$ cat src/ms_regs_pkg.sv
// Purpose: Shared constants and types for the master/slave register pair
// Assumes: 16-bit management registers reached by a plain register port
// Notes: Offsets are register indices on a 5-bit register address
package ms_regs_pkg;
	localparam int ADDR_W = 5;
	localparam int DATA_W = 16;
	localparam int IDLE_W = 8;
	localparam int FAIL_W = 3;

	localparam logic [ADDR_W-1:0] OFF_AN_CTRL = 5'h00;
	localparam logic [ADDR_W-1:0] OFF_ROLE_CTRL = 5'h09;
	localparam logic [ADDR_W-1:0] OFF_ROLE_STAT = 5'h0A;
	localparam logic [ADDR_W-1:0] OFF_XOVER_CTRL = 5'h10;

	localparam int AN_SWRST_BIT = 15;
	localparam int AN_ENABLE_BIT = 12;
	localparam int AN_RESTART_BIT = 9;

	localparam int TM_HI = 15;
	localparam int TM_LO = 13;
	localparam int MAN_EN_BIT = 12;
	localparam int MAN_VAL_BIT = 11;
	localparam int PORT_TYPE_BIT = 10;
	localparam int ADV_FD_BIT = 9;
	localparam int ADV_HD_BIT = 8;

	localparam int FAULT_BIT = 15;
	localparam int RES_BIT = 14;
	localparam int LRX_BIT = 13;
	localparam int RRX_BIT = 12;
	localparam int LP_FD_BIT = 11;
	localparam int LP_HD_BIT = 10;
	localparam int IDLE_HI = 7;

	localparam int XO_HI = 6;
	localparam int XO_LO = 5;

	localparam logic MAN_EN_RST = 1'b0;
	localparam logic MAN_VAL_RST = 1'b1;
	localparam logic PORT_TYPE_RST = 1'b1;
	localparam logic ADV_FD_RST = 1'b1;
	localparam logic AN_EN_RST = 1'b1;
	localparam logic [FAIL_W-1:0] FAIL_LIMIT = 3'h7;

	typedef enum logic [2:0] {
		TM_NORMAL = 3'h0,
		TM_WAVEFORM = 3'h1,
		TM_JITTER_MASTER = 3'h2,
		TM_JITTER_SLAVE = 3'h3
	} tx_test_t;

	typedef enum logic [1:0] {
		XO_STRAIGHT = 2'h0,
		XO_CROSSED = 2'h1,
		XO_AUTO = 2'h3
	} xover_t;

	typedef struct packed {
		logic man_en;
		logic man_master;
		logic prefer_master;
		logic adv_fd;
		logic adv_hd;
	} role_cfg_t;

	typedef struct packed {
		logic an_complete;
		logic page_rx;
		logic res_fail;
		logic partner_forced;
		logic partner_master;
		logic resolved_master;
		logic local_rx_ok;
		logic remote_rx_ok;
		logic lp_fd;
		logic lp_hd;
		logic idle_err;
	} phy_stat_t;
endpackage

$ cat src/idle_err_counter.sv
// Purpose: Saturating error counter cleared by a status read
// Assumes: Inputs synchronous to mclk_in
// Notes: An error in the read cycle survives as a count of one
`timescale 1ns/1ps
module idle_err_counter #(
	parameter int W = 8
) (
	input wire logic mclk_in,
	input wire logic rst_in,
	input wire logic soft_clr_in,
	input wire logic rd_clr_in,
	input wire logic inc_in,
	output logic [W-1:0] count_out
);
	localparam logic [W-1:0] FULL = {W{1'b1}};
	localparam logic [W-1:0] ONE = {{(W-1){1'b0}}, 1'b1};

	logic [W-1:0] next_count;

	if (W < 2) begin : g_bad_width
		$error("idle_err_counter: W must be at least 2");
	end

	always_comb begin
		next_count = count_out;
		if (soft_clr_in) begin
			next_count = '0;
		end else if (rd_clr_in) begin
			next_count = inc_in ? ONE : '0;
		end else if (inc_in && count_out != FULL) begin
			next_count = count_out + ONE;
		end
	end

	always_ff @(posedge mclk_in or posedge rst_in) begin
		if (rst_in) begin
			count_out <= '0;
		end else begin
			count_out <= next_count;
		end
	end

	property p_idle_sat;
		@(posedge mclk_in) disable iff (rst_in)
		(count_out == FULL && inc_in && !rd_clr_in && !soft_clr_in)
		|=> count_out == FULL;
	endproperty
	a_idle_sat: assert property (p_idle_sat)
		else $error("idle count wrapped");

	property p_idle_inc;
		@(posedge mclk_in) disable iff (rst_in)
		(count_out != FULL && inc_in && !rd_clr_in && !soft_clr_in)
		|=> count_out == $past(count_out) + ONE;
	endproperty
	a_idle_inc: assert property (p_idle_inc)
		else $error("idle count missed an error");

	property p_idle_rdclr;
		@(posedge mclk_in) disable iff (rst_in)
		(rd_clr_in && !inc_in) |=> count_out == '0;
	endproperty
	a_idle_rdclr: assert property (p_idle_rdclr)
		else $error("idle count not cleared by read");

	c_idle_full: cover property (@(posedge mclk_in) disable iff (rst_in)
		count_out == FULL && inc_in);
endmodule

$ cat src/ms_role_regs.sv
// Purpose: Master/slave control and status registers of the copper PHY
// Assumes: Register port with read data one cycle after the read strobe
// Notes: Role and advertisement settings apply on negotiation restart
//
// Function
// - Decode three-bit transmitter test mode
// - Test modes only with crossover disabled
// - Manual enable fixes role from value bit
// - Role settings apply on negotiation restart
// - Value bit: one master, zero slave
// - Port type preference used without manual
// - Advertise full duplex per its bit
// - Half duplex advertise, reset per variant
// - Fault bit latches, clears on read
// - Fault clears on negotiation enable/complete
// - Fault set at seven failed resolutions
// - Fault set when both forced alike
// - Resolution bit shows master or slave
// - Local receiver status bit
// - Remote receiver status bit
// - Partner abilities valid with page received
// - Eight-bit idle error counter increments
// - Idle counter saturates, never wraps
// - Crossover mode applies after software reset
`timescale 1ns/1ps
module ms_role_regs
	import ms_regs_pkg::*;
#(
	parameter logic ADV_HD_DEFAULT = 1'b1,
	parameter int CNT_W = IDLE_W
) (
	input wire logic mclk_in,
	input wire logic rst_in,
	input wire logic [ADDR_W-1:0] addr_in,
	input wire logic [DATA_W-1:0] wdata_in,
	input wire logic wr_in,
	input wire logic rd_in,
	input wire phy_stat_t stat_in,
	output logic [DATA_W-1:0] rdata_out,
	output role_cfg_t cfg_out,
	output tx_test_t test_mode_out,
	output xover_t xover_out,
	output logic an_enable_out,
	output logic an_restart_out,
	output logic soft_reset_out,
	output logic fault_out
);
	if (CNT_W < 2 || CNT_W > IDLE_HI + 1) begin : g_bad_cnt
		$error("ms_role_regs: CNT_W must lie in 2..8");
	end

	localparam role_cfg_t CFG_RST = '{
		man_en: MAN_EN_RST,
		man_master: MAN_VAL_RST,
		prefer_master: PORT_TYPE_RST,
		adv_fd: ADV_FD_RST,
		adv_hd: ADV_HD_DEFAULT
	};

	// Written settings, counters and delayed status
	tx_test_t tm;
	role_cfg_t pend;
	xover_t xo_pend;
	logic [FAIL_W-1:0] fail_cnt;
	logic an_done_q;
	logic [CNT_W-1:0] idle_cnt;

	// Decoded strobes, fault terms, read words and decoded write value
	logic wr_an;
	logic wr_ctrl;
	logic wr_xo;
	logic rd_stat;
	logic soft_rst;
	logic restart;
	logic an_en_rise;
	logic an_done_rise;
	logic conflict;
	logic fail_hit;
	logic fault_set;
	logic fault_clr;
	logic [DATA_W-1:0] next_rdata;
	logic [DATA_W-1:0] ctrl_word;
	logic [DATA_W-1:0] stat_word;
	logic [DATA_W-1:0] an_word;
	logic [DATA_W-1:0] xo_word;
	xover_t xo_wval;

	assign wr_an = wr_in && addr_in == OFF_AN_CTRL;
	assign wr_ctrl = wr_in && addr_in == OFF_ROLE_CTRL;
	assign wr_xo = wr_in && addr_in == OFF_XOVER_CTRL;
	assign rd_stat = rd_in && addr_in == OFF_ROLE_STAT;
	assign soft_rst = wr_an && wdata_in[AN_SWRST_BIT];
	// Enabling negotiation also starts it, as a restart would
	assign an_en_rise = wr_an && wdata_in[AN_ENABLE_BIT] && !an_enable_out;
	assign restart = wr_an && wdata_in[AN_ENABLE_BIT]
		&& (wdata_in[AN_RESTART_BIT] || !an_enable_out);
	assign an_done_rise = stat_in.an_complete && !an_done_q;

	// Unsupported field codes fall back to automatic crossover
	always_comb begin
		case (wdata_in[XO_HI:XO_LO])
			2'h0: xo_wval = XO_STRAIGHT;
			2'h1: xo_wval = XO_CROSSED;
			default: xo_wval = XO_AUTO;
		endcase
	end

	// Only a forced local role can clash with a forced partner
	assign conflict = cfg_out.man_en && stat_in.partner_forced
		&& (stat_in.partner_master == cfg_out.man_master);
	// A saturated count keeps flagging each later failure
	assign fail_hit = stat_in.res_fail
		&& fail_cnt >= FAIL_LIMIT - 3'h1;
	assign fault_set = conflict || fail_hit;
	assign fault_clr = rd_stat || an_en_rise || an_done_rise;

	always_ff @(posedge mclk_in or posedge rst_in) begin
		if (rst_in) begin
			an_done_q <= 1'b0;
		end else begin
			an_done_q <= stat_in.an_complete;
		end
	end

	// Test mode field returns to normal on software reset
	always_ff @(posedge mclk_in or posedge rst_in) begin
		if (rst_in) begin
			tm <= TM_NORMAL;
		end else if (soft_rst) begin
			tm <= TM_NORMAL;
		end else if (wr_ctrl) begin
			tm <= tx_test_t'(wdata_in[TM_HI:TM_LO]);
		end
	end

	// Pending role settings survive software reset
	always_ff @(posedge mclk_in or posedge rst_in) begin
		if (rst_in) begin
			pend <= CFG_RST;
		end else if (wr_ctrl) begin
			pend.man_en <= wdata_in[MAN_EN_BIT];
			pend.man_master <= wdata_in[MAN_VAL_BIT];
			pend.prefer_master <= wdata_in[PORT_TYPE_BIT];
			pend.adv_fd <= wdata_in[ADV_FD_BIT];
			pend.adv_hd <= wdata_in[ADV_HD_BIT];
		end
	end

	// Negotiation sees only settings captured at the restart
	always_ff @(posedge mclk_in or posedge rst_in) begin
		if (rst_in) begin
			cfg_out <= CFG_RST;
		end else if (restart) begin
			cfg_out <= pend;
		end
	end

	always_ff @(posedge mclk_in or posedge rst_in) begin
		if (rst_in) begin
			an_enable_out <= AN_EN_RST;
			an_restart_out <= 1'b0;
			soft_reset_out <= 1'b0;
		end else begin
			if (wr_an) begin
				an_enable_out <= wdata_in[AN_ENABLE_BIT];
			end
			an_restart_out <= restart;
			soft_reset_out <= soft_rst;
		end
	end

	// Crossover changes wait for software reset, so the pair
	// mapping never moves under a live link
	always_ff @(posedge mclk_in or posedge rst_in) begin
		if (rst_in) begin
			xo_pend <= XO_AUTO;
			xover_out <= XO_AUTO;
		end else begin
			if (wr_xo) begin
				xo_pend <= xo_wval;
			end
			if (soft_rst) begin
				xover_out <= wr_xo ? xo_wval : xo_pend;
			end
		end
	end

	// Test patterns are held off while crossover is automatic
	always_ff @(posedge mclk_in or posedge rst_in) begin
		if (rst_in) begin
			test_mode_out <= TM_NORMAL;
		end else if (xover_out == XO_AUTO) begin
			test_mode_out <= TM_NORMAL;
		end else begin
			case (tm)
				TM_WAVEFORM: test_mode_out <= TM_WAVEFORM;
				TM_JITTER_MASTER: test_mode_out <= TM_JITTER_MASTER;
				TM_JITTER_SLAVE: test_mode_out <= TM_JITTER_SLAVE;
				default: test_mode_out <= TM_NORMAL;
			endcase
		end
	end

	// Failed resolutions restart counting with each negotiation
	always_ff @(posedge mclk_in or posedge rst_in) begin
		if (rst_in) begin
			fail_cnt <= '0;
		end else if (soft_rst || restart || an_done_rise) begin
			fail_cnt <= '0;
		end else if (stat_in.res_fail && fail_cnt != FAIL_LIMIT) begin
			fail_cnt <= fail_cnt + 3'h1;
		end
	end

	// A new fault in the clearing cycle wins over a read or negotiation clear, but not over software reset
	always_ff @(posedge mclk_in or posedge rst_in) begin
		if (rst_in) begin
			fault_out <= 1'b0;
		end else if (soft_rst) begin
			fault_out <= 1'b0;
		end else if (fault_set) begin
			fault_out <= 1'b1;
		end else if (fault_clr) begin
			fault_out <= 1'b0;
		end
	end

	idle_err_counter #(
		.W(CNT_W)
	) u_idle_cnt (
		.mclk_in(mclk_in),
		.rst_in(rst_in),
		.soft_clr_in(soft_rst),
		.rd_clr_in(rd_stat),
		.inc_in(stat_in.idle_err),
		.count_out(idle_cnt)
	);

	always_comb begin
		ctrl_word = '0;
		ctrl_word[TM_HI:TM_LO] = tm;
		ctrl_word[MAN_EN_BIT] = pend.man_en;
		ctrl_word[MAN_VAL_BIT] = pend.man_master;
		ctrl_word[PORT_TYPE_BIT] = pend.prefer_master;
		ctrl_word[ADV_FD_BIT] = pend.adv_fd;
		ctrl_word[ADV_HD_BIT] = pend.adv_hd;
		stat_word = '0;
		stat_word[FAULT_BIT] = fault_out;
		stat_word[RES_BIT] = stat_in.resolved_master;
		stat_word[LRX_BIT] = stat_in.local_rx_ok;
		stat_word[RRX_BIT] = stat_in.remote_rx_ok;
		// Partner bits pass through; readers check page received
		stat_word[LP_FD_BIT] = stat_in.lp_fd;
		stat_word[LP_HD_BIT] = stat_in.lp_hd;
		stat_word[CNT_W-1:0] = idle_cnt;
		an_word = '0;
		an_word[AN_ENABLE_BIT] = an_enable_out;
		xo_word = '0;
		xo_word[XO_HI:XO_LO] = xo_pend;
	end

	// Read data stand only in the cycle after the strobe
	always_comb begin
		next_rdata = '0;
		if (rd_in) begin
			case (addr_in)
				OFF_AN_CTRL: next_rdata = an_word;
				OFF_ROLE_CTRL: next_rdata = ctrl_word;
				OFF_ROLE_STAT: next_rdata = stat_word;
				OFF_XOVER_CTRL: next_rdata = xo_word;
				default: next_rdata = '0;
			endcase
		end
	end

	always_ff @(posedge mclk_in or posedge rst_in) begin
		if (rst_in) begin
			rdata_out <= '0;
		end else begin
			rdata_out <= next_rdata;
		end
	end

	property p_test_gate;
		@(posedge mclk_in) disable iff (rst_in)
		xover_out == XO_AUTO |=> test_mode_out == TM_NORMAL;
	endproperty
	a_test_gate: assert property (p_test_gate)
		else $error("test mode entered with auto crossover");

	property p_test_decode;
		@(posedge mclk_in) disable iff (rst_in)
		(xover_out != XO_AUTO && tm == TM_JITTER_SLAVE)
		|=> test_mode_out == TM_JITTER_SLAVE;
	endproperty
	a_test_decode: assert property (p_test_decode)
		else $error("test mode not decoded");

	property p_cfg_apply;
		@(posedge mclk_in) disable iff (rst_in)
		!$stable(cfg_out) |-> an_restart_out;
	endproperty
	a_cfg_apply: assert property (p_cfg_apply)
		else $error("role settings changed without restart");

	property p_fault_rdclr;
		@(posedge mclk_in) disable iff (rst_in)
		(rd_stat && !fault_set) |=> !fault_out;
	endproperty
	a_fault_rdclr: assert property (p_fault_rdclr)
		else $error("fault not cleared by read");

	property p_fault_done;
		@(posedge mclk_in) disable iff (rst_in)
		(an_done_rise && !fault_set) |=> !fault_out;
	endproperty
	a_fault_done: assert property (p_fault_done)
		else $error("fault not cleared on completion");

	property p_fault_seven;
		@(posedge mclk_in) disable iff (rst_in)
		(stat_in.res_fail && fail_cnt == 3'h6 && !soft_rst) |=> fault_out;
	endproperty
	a_fault_seven: assert property (p_fault_seven)
		else $error("fault not set at seven failures");

	property p_fault_forced;
		@(posedge mclk_in) disable iff (rst_in)
		(conflict && !soft_rst) |=> fault_out;
	endproperty
	a_fault_forced: assert property (p_fault_forced)
		else $error("forced role clash not flagged");

	property p_res_read;
		@(posedge mclk_in) disable iff (rst_in)
		rd_stat |=> rdata_out[RES_BIT] == $past(stat_in.resolved_master)
			&& rdata_out[LRX_BIT] == $past(stat_in.local_rx_ok);
	endproperty
	a_res_read: assert property (p_res_read)
		else $error("status readback wrong");

	property p_soft_keep;
		@(posedge mclk_in) disable iff (rst_in)
		(soft_rst && !wr_ctrl) |=> $stable(pend) && tm == TM_NORMAL;
	endproperty
	a_soft_keep: assert property (p_soft_keep)
		else $error("software reset disturbed role settings");

	property p_xo_apply;
		@(posedge mclk_in) disable iff (rst_in)
		!$stable(xover_out) |-> soft_reset_out;
	endproperty
	a_xo_apply: assert property (p_xo_apply)
		else $error("crossover changed without software reset");

	c_fault: cover property (@(posedge mclk_in) disable iff (rst_in)
		fail_hit);
	c_restart: cover property (@(posedge mclk_in) disable iff (rst_in)
		restart && pend != cfg_out);
	c_test: cover property (@(posedge mclk_in) disable iff (rst_in)
		test_mode_out == TM_WAVEFORM);
endmodule

$ cat config.mk
export PLATFORM = sky130hd
export DESIGN_NAME = ms_role_regs
export DESIGN_NICKNAME = d
export VERILOG_FILES = /design/src/ms_regs_pkg.sv /design/src/idle_err_counter.sv /design/src/ms_role_regs.sv
export SDC_FILE = /design/constraint.sdc
export NUM_CORES = 1
export LEC_CHECK = 0
export BUFFER_PORTS_ARGS = -buffer_cell sky130_fd_sc_hd__buf_2
export CORE_MARGIN = 2
export CORE_UTILIZATION = 30
export DETAILED_ROUTE_END_ITERATION = 8
export PLACE_DENSITY = 0.59
export REMOVE_ABC_BUFFERS = 1
export SYNTH_ARGS = -nofsm -noshare
export SYNTH_HDL_FRONTEND = slang
export SYNTH_SLANG_ARGS = --single-unit
$ cat constraint.sdc
create_clock -name mclk_in -period 2.3 [get_ports mclk_in]
set_input_delay 0.69 -clock mclk_in [delete_from_list [all_inputs] [get_ports mclk_in]]
set_output_delay 0.69 -clock mclk_in [all_outputs]
set_load 0.02 [all_outputs]
* Yosys cells after proc, flatten, opt, wreduce, memory -nomap -nowiden
Cells that the tools add are included.
** Cells by class
- Add/sub/neg operators :: 2
- Order comparisons :: 1
- Equality and inequality tests :: 11
- Mux-type cells :: 17
- Reductions and logical operators :: 28
** Operators with widths (count)
- one-hot mux 16 bit (4 select lines) :: 1
- two-way mux 8 bit :: 3
- two-way mux 16 bit :: 1
- logical AND 1 bit :: 14
- two-way mux 3 bit :: 4
- == test 5 x 4 -> 1 bit (second input constant) :: 2
- adder 8 x 1 -> 8 bit (second input constant) :: 1
- inequality test 8 bit (second input constant) :: 1
- == test 3 x 2 -> 1 bit (second input constant) :: 2
- logical OR 1 bit :: 6
- one-hot mux 2 bit (3 select lines) :: 1
- nonzero test 3 bit :: 2
- == test 5 bit (second input constant) :: 1
- zero test 5 bit :: 1
- two-way mux 1 bit :: 4
- two-way mux 2 bit :: 2
- one-hot mux 2 bit (2 select lines) :: 1
- nonzero test 2 bit :: 2
- adder 3 x 1 -> 3 bit (second input constant) :: 1
- == test 3 x 1 -> 1 bit (second input constant) :: 1
- >= comparator 3 bit (second input constant) :: 1
- inequality test 3 bit (second input constant) :: 1
- == test 2 x 1 -> 1 bit (second input constant) :: 1
- == test 2 bit (second input constant) :: 1
- 3 further kinds :: 4
** Storage, ports and cells
- Bits in registers :: 52
- Input port bits :: 36
- Output and inout port bits :: 30
- Word-level logic and storage cells :: 81

* Depth between registers and ports, before layout
Gate-level depths: netlist of run 1.
- Depth after elaboration :: 9
- Depth in mapped cells :: 6
- Mapped depth without buffers :: 5

* By module
From an unflattened synthesis of run 1, not the netlist that was laid out.
** Unflattened totals
- Cells, all modules :: 202
- Area, all modules :: 2371.0 um^2
** By module, submodules not included
- ms_role_regs :: times used 1, cells an instance 150, area each 1863.0 um^2
- idle_err_counter :: times used 1, cells an instance 52, area each 508.0 um^2

* Worst setup path before layout of run 1
No wires, ideal clock.
- Path type :: input-to-reg
- Start point :: input addr_in[0]
- End point :: register cfg_out[4] in the netlist's numbering
- Setup time :: 0.125 ns
- Arrival time :: 1.950 ns
- Path slack :: 0.225 ns
- Cell stages on the path :: 6
- Path through :: clkbuf_1 -> nor2_2 -> nand3_2 -> or3b_1 -> buf_6 -> mux2_4
** On the way
- Cells in the longest elaborated chain, start to end :: 4
** RTL lines
- from (decl) :: RTL line ms_role_regs.sv:34 : input wire logic [ADDR_W-1:0] addr_in,
- zero test 5 bit :: RTL line ms_role_regs.sv:88 : assign wr_an = wr_in && addr_in == OFF_AN_CTRL;
- logical AND 1 bit :: RTL line ms_role_regs.sv:88
- logical AND 1 bit :: RTL line ms_role_regs.sv:95 : assign restart = wr_an && wdata_in[AN_ENABLE_BIT]
- logical AND 1 bit :: RTL line ms_role_regs.sv:96 : && (wdata_in[AN_RESTART_BIT] || !an_enable_out);
- to (signal assigned) :: RTL line ms_role_regs.sv:154 : cfg_out <= pend;
- to (decl) :: RTL line ms_role_regs.sv:40 : output role_cfg_t cfg_out,
No other way between the ends.
A chain may end at the register's enable or synchronous reset.

* Final worst setup path of run 1
- Start point :: input addr_in[1]
- End point :: register cfg_out[4] in the netlist's numbering
Same word-level chain as after synthesis.

==> impl_summary.log, run 1 <==
INFO  metric setup_viol = 0
INFO  metric remaining_drc_errors = 0
INFO  metric hold_class = in2async
INFO  metric vdd_drop_max = about 0.23 mV
INFO  metric setup.worst_path.class = in2reg
INFO  metric dpl.hpwl = ~3700 um
INFO  metric cts_max_path_buffers = 2
INFO  metric cts_hold_repair.buffers = 0
INFO  metric yosys.area.top_type = dfrtp_1
INFO  metric placementRows = 31
INFO  metric area.growth.synth_to_final = 22.7%
INFO  metric grt_setup_unrepaired = no
INFO  metric total_power = around 2.1 mW
INFO  metric place.port_buffers = 57
INFO  metric count_of_yosys_warnings_during_synthesis = 0
INFO  metric p_per_area = 750 nW/um2
INFO  metric number_of_antenna_violations_at_the_first_check_in_global_routing = 0
INFO  metric cell_total_after_placement = between 300 and 400
INFO  metric wl_per_cell = ~14 um
INFO  metric worstSetupStartpointType = input port
INFO  metric detailroute.via_count = 1702
INFO  metric area_share_of_the_largest_cell_type_after_synthesis = a little over two fifths
INFO  metric tritoncts = yes
INFO  metric grt_overflow_total = 0
INFO  metric layout.nets = 300
INFO  metric detail-route-antenna-nets = 0
INFO  metric die_y = 90.8 um
INFO  metric synth.distinct_cells = between 40 and 50
INFO  metric synthesis.area = between 2000 and 2500 um2
INFO  metric clkLatencyLatePin = 310 ps
INFO  metric fp.dieW = 90.8 um
INFO  metric first_global_vias = between 1500 and 2000
INFO  metric drt-total-wl = about 5000 um
INFO  metric maxCapViolCount = 0
INFO  metric floorplan.io_pins = between 60 and 70
INFO  metric grt_start_max_net_pins = 52
INFO  metric period_minus_slack = 1900 ps
INFO  metric slew_violations = 0
INFO  metric critPathCaptureType = register
INFO  metric num_cts_buffers = 5
INFO  metric firstDrtPassIters = 4
INFO  metric netlist_top_cells_count = dfrtp_1 (38), dfstp_2 (13), nand3_1 (13), nand2_1 (11), nor2_1 (11)
INFO  metric clock_sink_count = between 50 and 60
INFO  metric floorplan.initialDensity = between 30 and 40%
INFO  metric synth_sequential_area_ratio = 57.1%
INFO  metric cp_max_fo = 7
INFO  metric antenna_cells_inserted = 0
INFO  metric reg2reg_slack = around 650 ps
INFO  metric ys.flop_type = dfrtp_1
INFO  metric globalplace.congestion = ~0.85
INFO  metric layout-drive-gt1-share = approximately two fifths
INFO  metric synth.top_cells.by_area = dfrtp_1 (42%), dfstp_2 (15%), mux2_4 (3.3%)
INFO  metric synth-edff-count = 0
INFO  metric asyncSetResetFlopFracSynth = 100%
INFO  metric finish.instance_area = between 2000 and 3000 um2
INFO  metric post-route-period-util = between 80% and 90%
INFO  metric post_layout_instance_count_excluding_filler_cells = roughly 360
INFO  metric post_cts_resized = 0
INFO  metric synthesis.area_per_instance = between 10 and 15 um2
INFO  metric synth.ff_latch_count = 51
INFO  metric grt_pass1_wl = a little over 8000 um
INFO  metric placedInstanceArea = between 2000 and 3000 um2
INFO  metric postSynthCellCount = 199
INFO  metric clock_skew = between 10 and 15 ps
INFO  metric timing.critical_path.arrival = roughly 2100 ps
INFO  metric number_of_failing_hold_endpoints_at_the_final_stage = 0
INFO  metric cts-root-buf = clkbuf_8
INFO  metric setup_total_negative_slack = 0 ps
INFO  metric status = finished, final reports clean
INFO  metric core-area = 7290 um2
INFO  metric grt_util_all_layers = between 10% and 20%
INFO  metric cts_setup_buffers = 0
INFO  metric library_cell_with_the_highest_instance_count_after_synthesis = dfrtp_1
INFO  metric initialDrtViolationCount = 74
INFO  metric timing.fmax = around 530 MHz
INFO  metric die_area = between 8000 and 9000 um2
INFO  metric cts_htree_levels = 2
INFO  metric clk_pin_slew_worst_paths = roughly 100 ps
INFO  metric route.detailed.vias_per_inst = roughly 4.7
INFO  metric final.hold.worst_slack = a little under 400 ps
INFO  metric cp_data_required_time = ~2500 ps
INFO  metric power_leakage = approximately 1.4 nW
per-layer routing:
metal,global-route usage (%),routed length [um],up-vias
met5,0,0,-
met4,4.92,50,0
met3,2.92,311,4
met2,19.1,2280,49
met1,17.8,2380,831
li1,-,-,818
power breakdown:
part	internal, mW	switching [mW]
combinational	0.170	0.203
sequential	1.05	0.122
clock	0.224	0.314
total	1.44	0.639
state kept, by name, indices dropped and copies added (netlist names):
name and flops:
rdata_out 16, u_idle_cnt.count_out 8, cfg_out 5, ctrl_word 5
fail_cnt 3, tm 3, test_mode_out 2, xo_pend 2
xover_out 2, an_done_q 1, an_enable_out 1, an_restart_out 1
fault_out 1, soft_reset_out 1
cell families (layout without fill, tap and decap cells):
kind of cell	Yosys count	after routing	synth area share [%]
buffers and inverters	15	78	3.10
other	1	1	0.166
XOR/XNOR	4	4	1.55
multiplexers	14	14	7.63
AND/OR/NAND/NOR	79	79	20.1
adder cells (fa/ha/maj)	3	3	1.66
AO/OA/AOI/OAI	32	32	8.68
flip-flops	51	51	57.1
metrics by stage:
step | utilization (%) | setup WS, ps
floorplan | - | 313
global placement | 36.8 | 93.8
detailed placement | 36.8 | 58.4
CTS | 38.1 | 403
global route | 38.1 | 351
finish | 38.1 | 401
layout by cell type, fill, tap and decap left out, types with 3 or more instances in the layout:
cell and count:
inv_1 7, nor2_1 11, mux2_4 5, nand4_1 4
dfrtp_1 38, nand3_1 13, and2_1 9, nor2b_1 7
a22oi_1 7, xnor2_1 3, dfstp_2 13, o21ai_0 8
clkbuf_8 5, and3_1 6, nand2_1 11, a21oi_1 10
nor3_1 4, buf_2 57, mux2_2 6, mux2i_1 3
buf_4 4, ha_1 3
cell type report:
type                            count  area (um2)
Clock inverter                      3        26.3
Sequential cell                    51        1290
Fill cell                         748        4520
Clock buffer                        5        68.8
Multi-Input combinational cell    133         900
Tap cell                           99         124
Timing Repair Buffer               62         335
Inverter                            8        30.0
worst paths after layout:
kind / start / to / cells after the start
setup / recovery: addr_in[1] / cfg_out[4] / 5
min in group mclk_in: xover_out[0] / xover_out[0] / 2
setup reg to reg: u_idle_cnt.count_out[1] / u_idle_cnt.count_out[2] / 5
hold reg to reg: xover_out[0] / xover_out[0] / 2
max in group asynchronous: rst_in / xo_pend[0] / 3
hold / removal: rst_in / tm[0] / 3
critical path, stage by stage:
cell	delay, ps
buf_2	150
nor3_4	220
nand3_2	140
or3b_1	550
mux2_4	350
Power figures use the tool's default switching activity.
==> run 2: changes to the inputs <==
- PLACE_DENSITY: 0.59 -> 0.61
- clock period: 2.3 -> 1.6 ns (I/O delays scaled with it)
==> impl_summary.log, run 2 (synthesized netlist as in run 1, its figures left out) <==
INFO  metric power_leakage = 1.50 nW (was 1.40 nW)
INFO  metric worst_r2r_startpoint = u_idle_cnt.count_out[0] (was u_idle_cnt.count_out[1])
INFO  metric core-area = 7290 um2 (unchanged)
INFO  metric mostFrequentLayoutCell = buf_2 (unchanged)
INFO  metric cell_total_after_placement = 376 (was 353)
INFO  metric area.growth.synth_to_final = 31.4% (was 22.7%)
INFO  metric slew_violations = 0 (unchanged)
INFO  metric worst_path_slowest_cell = dfstp_2 (was or3b_1)
INFO  metric post-route-period-util = about 97%
INFO  metric die_y = 90.8 um (unchanged)
INFO  metric number_of_antenna_violations_at_the_first_check_in_global_routing = 0 (unchanged)
INFO  metric clock_skew = 9.04 ps (was 12.3 ps)
INFO  metric placementRows = 31 (unchanged)
INFO  metric worst_setup_path_startpoint = an_enable_out (was addr_in[1])
INFO  metric cp_data_required_time = 1120 ps (was 2510 ps)
INFO  metric worstSetupStartpointType = register (was input port)
INFO  metric timing.critical_path.arrival = 1060 ps (was 2100 ps)
INFO  metric grt_start_max_net_pins = 52 (unchanged)
INFO  metric global_route.usage.met3 = 3.42% (was 2.92%)
INFO  metric hold_class = in2async (unchanged)
INFO  metric largestRegisters = rdata_out x16, u_idle_cnt.count_out x8 (unchanged)
INFO  metric vdd_drop_max = 0.330 mV (was 0.231 mV)
INFO  metric pre_cts_slack = -370 ps (was 58.4 ps)
INFO  metric critPathCaptureType = output pin (was register)
INFO  metric timing.fmax = 647 MHz
INFO  metric clk_pin_slew_worst_paths = 100 ps (about the same)
INFO  metric period_minus_slack = ~1500 ps
INFO  metric setup_viol = 0 (unchanged)
INFO  metric cts_htree_levels = 2 (unchanged)
INFO  metric setup.worst_path.class = reg2out (was in2reg)
INFO  metric reg2reg_slack = 110 ps (was 650 ps)
INFO  metric m1_gr_usage = 18.2% (was 17.8%)
INFO  metric total_power = 3.04 mW (was 2.08 mW)
INFO  metric fillers = 758 (was 748)
INFO  metric first_global_vias = 1784 (was 1646)
INFO  metric global_route.peak_usage_layer = met2 (unchanged)
INFO  metric route.detailed.vias_per_inst = 4.60 (was 4.71)
INFO  metric clock_sink_count = 51 (unchanged)
INFO  metric remaining_drc_errors = 0 (unchanged)
INFO  metric detailroute.via_count = 1765 (was 1702)
INFO  metric net-switching-power = 0.928 mW (was 0.639 mW)
INFO  metric layout-drive-gt1-share = 44.9% (was 38.9%)
INFO  metric timing.final.ws_setup = 55.5 ps (was 401 ps)
INFO  metric firstDrtPassIters = 4 (unchanged)
INFO  metric critical_path.max_stage_delay = 580 ps (was 550 ps)
INFO  metric die_area = 8250 um2 (unchanged)
INFO  metric grt.met2_usage = 20.5% (was 19.1%)
INFO  metric detail-route-antenna-nets = 0 (unchanged)
INFO  metric grt_setup_unrepaired = no (unchanged)
INFO  metric antenna_cells_inserted = 0 (unchanged)
INFO  metric drt-total-wl = 5270 um (was 5020 um)
INFO  metric initialDrtViolationCount = 73 (was 74)
INFO  metric cts_max_path_buffers = 2 (unchanged)
INFO  metric regMostFlops = rdata_out (unchanged)
INFO  metric dpl.hpwl = 3960 um (was 3720 um)
INFO  metric worstPathBufferInverterCount = 1 (unchanged)
INFO  metric netSwitchingFraction = 30.5% (was 30.7%)
INFO  metric status = finished, final reports clean (unchanged)
INFO  metric final.hold.worst_slack = 205 ps (was 392 ps)
INFO  metric tritoncts = yes (unchanged)
INFO  metric floorplan.initialDensity = 31.0% (unchanged)
INFO  metric wl_per_cell = 13.7 um (was 13.9 um)
INFO  metric post_layout_instance_count_excluding_filler_cells = 384 (was 361)
INFO  metric clockPowerShare = 24.6% (was 25.8%)
INFO  metric grt_util_all_layers = 13.3% (was 12.7%)
INFO  metric floorplan.io_pins = 66 (unchanged)
INFO  metric cts-root-buf = clkbuf_8 (unchanged)
INFO  metric num_cts_buffers = 5 (unchanged)
INFO  metric largest_register_ffs = 16 (unchanged)
INFO  metric cts_hold_repair.buffers = 0 (unchanged)
INFO  metric internal_power = 2.12 mW (was 1.44 mW)
INFO  metric critPathTopFamily = flip-flops (was simple AND/OR/NAND/NOR gates)
INFO  metric clkLatencyLatePin = 310 ps (about the same)
INFO  metric pwr-share-comb = 19.9% (was 17.9%)
INFO  metric globalplace.congestion = 0.788 (was 0.847)
INFO  metric cp_max_fo = 5 (was 7)
INFO  metric layout.nets = 323 (was 300)
INFO  metric grt_overflow_total = 0 (unchanged)
INFO  metric p_per_area = 1020 nW/um2 (was 750 nW/um2)
INFO  metric seq_power_share = 55.4% (was 56.3%)
INFO  metric number_of_failing_hold_endpoints_at_the_final_stage = 0 (unchanged)
INFO  metric worstPathCellList = buf_2 (was buf_2 -> nor3_4 -> nand3_2 -> or3b_1 -> mux2_4)
INFO  metric final_cell_mix = buf_2 (57), dfrtp_1 (38), buf_4 (26), nand3_1 (13), dfstp_2 (13) (was buf_2 (57), dfrtp_1 (38), nand3_1 (13), dfstp_2 (13))
INFO  metric maxCapViolCount = 0 (unchanged)
INFO  metric grt_pass1_wl = 8800 um (was 8270 um)
INFO  metric place.port_buffers = 57 (unchanged)
INFO  metric fp.dieW = 90.8 um (unchanged)
[run 2: per-layer routing]
metal / wire (um) / vias to the layer above
met5: 0 / -
li1: - / 868
met2: 2390 / 47
met3: 317 / 5
met1: 2500 / 845
met4: 65 / 0
[run 2: power by group through the flow]
| stage | logic [mW] | clock network [mW] | registers, mW |
|---|---|---|---|
| 5_1_grt | 0.681 | 0.826 | 1.72 |
| 4_1_cts | 0.612 | 0.775 | 1.68 |
| 6_report | 0.607 | 0.750 | 1.69 |
| 2_1_floorplan | 0.312 | 0 | 1.71 |
| 3_5_place_dp | 0.610 | 0 | 1.71 |
| 3_3_place_gp | 0.588 | 0 | 1.69 |
[run 2: final cells by class]
cell class	instances	area (um2)	share of cell area (%)
clock buffer	5	68.8	2.31
clock inverter	3	23.8	0.800
inverter	8	30.0	1.01
multi-input combinational	133	913	30.7
sequential	51	1290	43.5
tap	99	124	4.17
timing repair buffer	85	520	17.5
[run 2: per-stage QoR]
stage	util, %	TNS [ps]	instance area [um2]
floorplan	-	-4060	2220
global placement	39.3	-5520	2870
detailed placement	39.3	-5800	2870
CTS	40.6	0	2960
global route	40.8	0	2970
finish	40.8	0	2970
[run 2: worst min-delay path: stages]
cell	delay, ps
buf_2	100
inv_2	60
buf_12	250
[run 2: timing repair]
item / 4_1_cts / 5_1_grt
resized for setup: 1 / 4
endpoints found under the setup margin: 3 / 5
buffers inserted: 0 / 0
pin swaps: 0 / 1
[run 2: path summary, 6_finish.rpt]
| path | end | depth (start not counted) |
|---|---|---|
| max | an_enable_out | 1 |
| min | tm[1] | 3 |
| max reg2reg | u_idle_cnt.count_out[2] | 5 |
| min reg2reg | xo_pend[0] | 2 |
| max in group asynchronous | xover_out[0] | 3 |
| min in group mclk_in | an_done_q | 1 |
==> run 3: changes to the inputs <==
- ABC_AREA: unset -> 1
==> impl_summary.log, run 3 <==
INFO  metric die_y = 92.8 um (was 90.8 um)
INFO  metric multiInputGateArea = 882 um2 (was 913 um2)
INFO  metric synth-edff-count = 0 (unchanged)
INFO  metric cts_htree_levels = 2 (unchanged)
INFO  metric critPathTopFamily = flip-flops (unchanged)
INFO  metric maxCapViolCount = 0 (unchanged)
INFO  metric grt_util_all_layers = 13.3% (about the same)
INFO  metric detail-route-antenna-nets = 0 (unchanged)
INFO  metric final-seq-area = 1290 um2 (unchanged)
INFO  metric synthesis.area_per_instance = 8.80 um2 (was 11.4 um2)
INFO  metric synth_sequential_area_ratio = 54.6% (was 57.1%)
INFO  metric critPathCaptureType = output pin (unchanged)
INFO  metric worst_path_slowest_cell = dfstp_2 (unchanged)
INFO  metric r2r.worst_path.cells = 10 (was 5)
INFO  metric cts_setup_buffers = 0 (unchanged)
INFO  metric post_layout_instance_count_excluding_filler_cells = 445 (was 384)
INFO  metric placementRows = 32 (was 31)
INFO  metric timing.fmax = 667 MHz (was 647 MHz)
INFO  metric fillers = 821 (was 758)
INFO  metric critical_path.max_stage_delay = 560 ps (was 580 ps)
INFO  metric worstPathBufferInverterCount = 1 (unchanged)
INFO  metric grt_overflow_total = 0 (unchanged)
INFO  metric area.growth.synth_to_final = 25.4% (was 31.4%)
INFO  metric hold_class = in2async (unchanged)
INFO  metric largest_register_ffs = 16 (unchanged)
INFO  metric clk_pin_slew_worst_paths = 90 ps (was 100 ps)
INFO  metric globalplace.congestion = 0.784 (was 0.788)
INFO  metric critical_path.reg2reg.endpoint = u_idle_cnt.count_out[6] (was u_idle_cnt.count_out[2])
INFO  metric cp_max_fo = 3 (was 5)
INFO  metric setup_total_negative_slack = 0 ps (unchanged)
INFO  metric detailroute.via_count = 1957 (was 1765)
INFO  metric layout-drive-gt1-share = 35.0% (was 44.9%)
INFO  metric drt-total-wl = 5410 um (was 5270 um)
INFO  metric floorplan.io_pins = 66 (unchanged)
INFO  metric firstDrtPassIters = 4 (unchanged)
INFO  metric reg2reg_slack = 120 ps (was 110 ps)
INFO  metric floorplan.initialDensity = 30.8% (was 31.0%)
INFO  metric cts-root-buf = clkbuf_8 (unchanged)
INFO  metric period_minus_slack = 1500 ps (was 1540 ps)
INFO  metric library_cell_with_the_highest_instance_count_after_synthesis = nand2_1 (was dfrtp_1)
INFO  metric core-area = 7690 um2 (was 7290 um2)
INFO  metric status = finished, final reports clean (unchanged)
INFO  metric finish.instance_area = 2970 um2 (about the same)
INFO  metric number_of_failing_hold_endpoints_at_the_final_stage = 0 (unchanged)
INFO  metric dpl.hpwl = 4100 um (was 3960 um)
INFO  metric ys.flop_type = dfrtp_1 (unchanged)
INFO  metric place.port_buffers = 57 (unchanged)
INFO  metric route.detailed.vias_per_inst = 4.40 (was 4.60)
INFO  metric worst_r2r_startpoint = u_idle_cnt.count_out[1] (was u_idle_cnt.count_out[0])
INFO  metric power_leakage = 1.58 nW (was 1.50 nW)
INFO  metric synth.distinct_cells = 28 (was 42)
INFO  metric count_of_yosys_warnings_during_synthesis = 0 (unchanged)
INFO  metric postSynthCellCount = 269 (was 199)
INFO  metric layout.nets = 381 (was 323)
INFO  metric cell_total_after_placement = 437 (was 376)
INFO  metric placedInstanceArea = 2870 um2 (about the same)
INFO  metric synth.ff_latch_count = 51 (unchanged)
INFO  metric remaining_drc_errors = 0 (unchanged)
INFO  metric tritoncts = yes (unchanged)
INFO  metric number_of_antenna_violations_at_the_first_check_in_global_routing = 0 (unchanged)
INFO  metric synth.top_cells.by_area = dfrtp_1 (40%), dfstp_2 (14%), nand2_1 (10%) (was dfrtp_1 (42%), dfstp_2 (15%), mux2_4 (3.3%))
INFO  metric grt_pass1_wl = 9070 um (was 8800 um)
INFO  metric setup_viol = 0 (unchanged)
INFO  metric final_cell_mix = nand2_1 (65), buf_2 (57), dfrtp_1 (38), inv_1 (35), nor2_1 (23) (was buf_2 (57), dfrtp_1 (38), buf_4 (26), nand3_1 (13), dfstp_2 (13))
INFO  metric synthesis.area = 2370 um2 (was 2260 um2)
INFO  metric post-route-period-util = 93.7% (was 96.5%)
INFO  metric grt_start_max_net_pins = 52 (unchanged)
INFO  metric worstPathCellList = buf_2 (unchanged)
INFO  metric vdd_drop_max = 0.398 mV (was 0.330 mV)
INFO  metric area_share_of_the_largest_cell_type_after_synthesis = 40.2% (was 42.0%)
INFO  metric antenna_cells_inserted = 0 (unchanged)
INFO  metric cts_max_path_buffers = 2 (unchanged)
INFO  metric asyncSetResetFlopFracSynth = 100% (unchanged)
INFO  metric timing.critical_path.arrival = 1020 ps (was 1060 ps)
INFO  metric fp.dieW = 92.8 um (was 90.8 um)
INFO  metric mostFrequentLayoutCell = nand2_1 (was buf_2)
INFO  metric clock_sink_count = 51 (unchanged)
INFO  metric clkLatencyLatePin = 300 ps (was 310 ps)
INFO  metric regMostFlops = rdata_out (unchanged)
INFO  metric worstSetupStartpointType = register (unchanged)
INFO  metric slew_violations = 0 (unchanged)
INFO  metric netlist_top_cells_count = nand2_1 (65), dfrtp_1 (38), inv_1 (36), nor2_1 (24) (was dfrtp_1 (38), dfstp_2 (13), nand3_1 (13), nand2_1 (11), nor2_1 (11))
INFO  metric cp_data_required_time = 1120 ps (about the same)
INFO  metric largestRegisters = rdata_out x16, u_idle_cnt.count_out x8 (unchanged)
INFO  metric setup.worst_path.class = reg2out (unchanged)
INFO  metric yosys.area.top_type = dfrtp_1 (unchanged)
INFO  metric first_global_vias = 1958 (was 1784)
INFO  metric wl_per_cell = 12.1 um (was 13.7 um)
INFO  metric clock_skew = 7.67 ps (was 9.04 ps)
INFO  metric initialDrtViolationCount = 53 (was 73)
INFO  metric num_cts_buffers = 5 (unchanged)
INFO  metric p_per_area = 1080 nW/um2 (was 1020 nW/um2)
INFO  metric die_area = 8620 um2 (was 8250 um2)
-- run 3: changes by cell type after synthesis, moves of 7 or more --
cell,delta
a22oi_1,-7
and2_1,-9
inv_1,+28
nand2_1,+54
nor2_1,+13
nor2b_1,-7
o21ai_1,+8
-- run 3: final cells by class --
cell class | count | share of cell area (%)
clock buffer | 6 | 2.44
inverter | 43 | 5.60
tap | 102 | 4.30
clock inverter | 2 | 0.421
timing repair buffer | 71 | 14.0
multi-input combinational | 170 | 29.7
sequential | 51 | 43.5
-- run 3: timing repair --
action | in CTS | in global routing
gates resized for setup | 0 | 4
hold buffers | 0 | 0
endpoints found under the setup margin | 0 | 4
-- run 3: worst max-delay path by stage --
| stage | slack [ps] | depth (start not counted) | start | endpoint |
|---|---|---|---|---|
| after CTS | 80 | 1 | cfg_out[3] | cfg_out[3] |
| after global routing | -10 | 10 | u_idle_cnt.count_out[1] | u_idle_cnt.count_out[6] |
| after floorplan | -90 | 1 | rst_in | an_done_q |
| final | 100 | 1 | cfg_out[3] | cfg_out[3] |
| after global placement | 30 | 10 | addr_in[2] | cfg_out[3] |
| after detailed placement | 10 | 10 | addr_in[2] | cfg_out[1] |
-- run 3: logic make-up after synthesis --
group | count (synthesis) | synth area share, %
other cells | 1 | 0.158
simple gates | 130 | 25.3
xor+xnor | 4 | 1.48
buf+inv | 48 | 8.46
flops | 51 | 54.6
fa+ha+maj | 3 | 1.59
compound gates | 30 | 7.51
mux | 2 | 0.951
-- run 3: where the power goes --
part	internal [mW]	total (mW)	leakage, nW	switching [mW]
combinational	0.305	0.769	0.905	0.464
clock	0.307	0.732	0.0412	0.425
sequential	1.55	1.72	0.637	0.165
-- run 3: per-layer routing --
| metal | GRT usage [%] | wire length, um | share of wire (%) |
|---|---|---|---|
| met1 | 17.7 | 2470 | 46 |
| met2 | 22.1 | 2660 | 49 |
| met3 | 2.60 | 241 | 4.5 |
| met4 | 3.31 | 35 | 0.65 |
| met5 | 0 | 0 | 0 |
-- run 3: per-stage QoR --
stage / util (%) / setup WS, ps / hold slack [ps] / power [mW]
floorplan: - / -88.0 / 455 / 2.24
global placement: 37.4 / 34.1 / 464 / 2.48
detailed placement: 37.4 / 13.9 / 462 / 2.52
CTS: 38.5 / 84.7 / 210 / 3.27
global route: 38.6 / -9.57 / 226 / 3.46
finish: 38.6 / 100 / 200 / 3.22
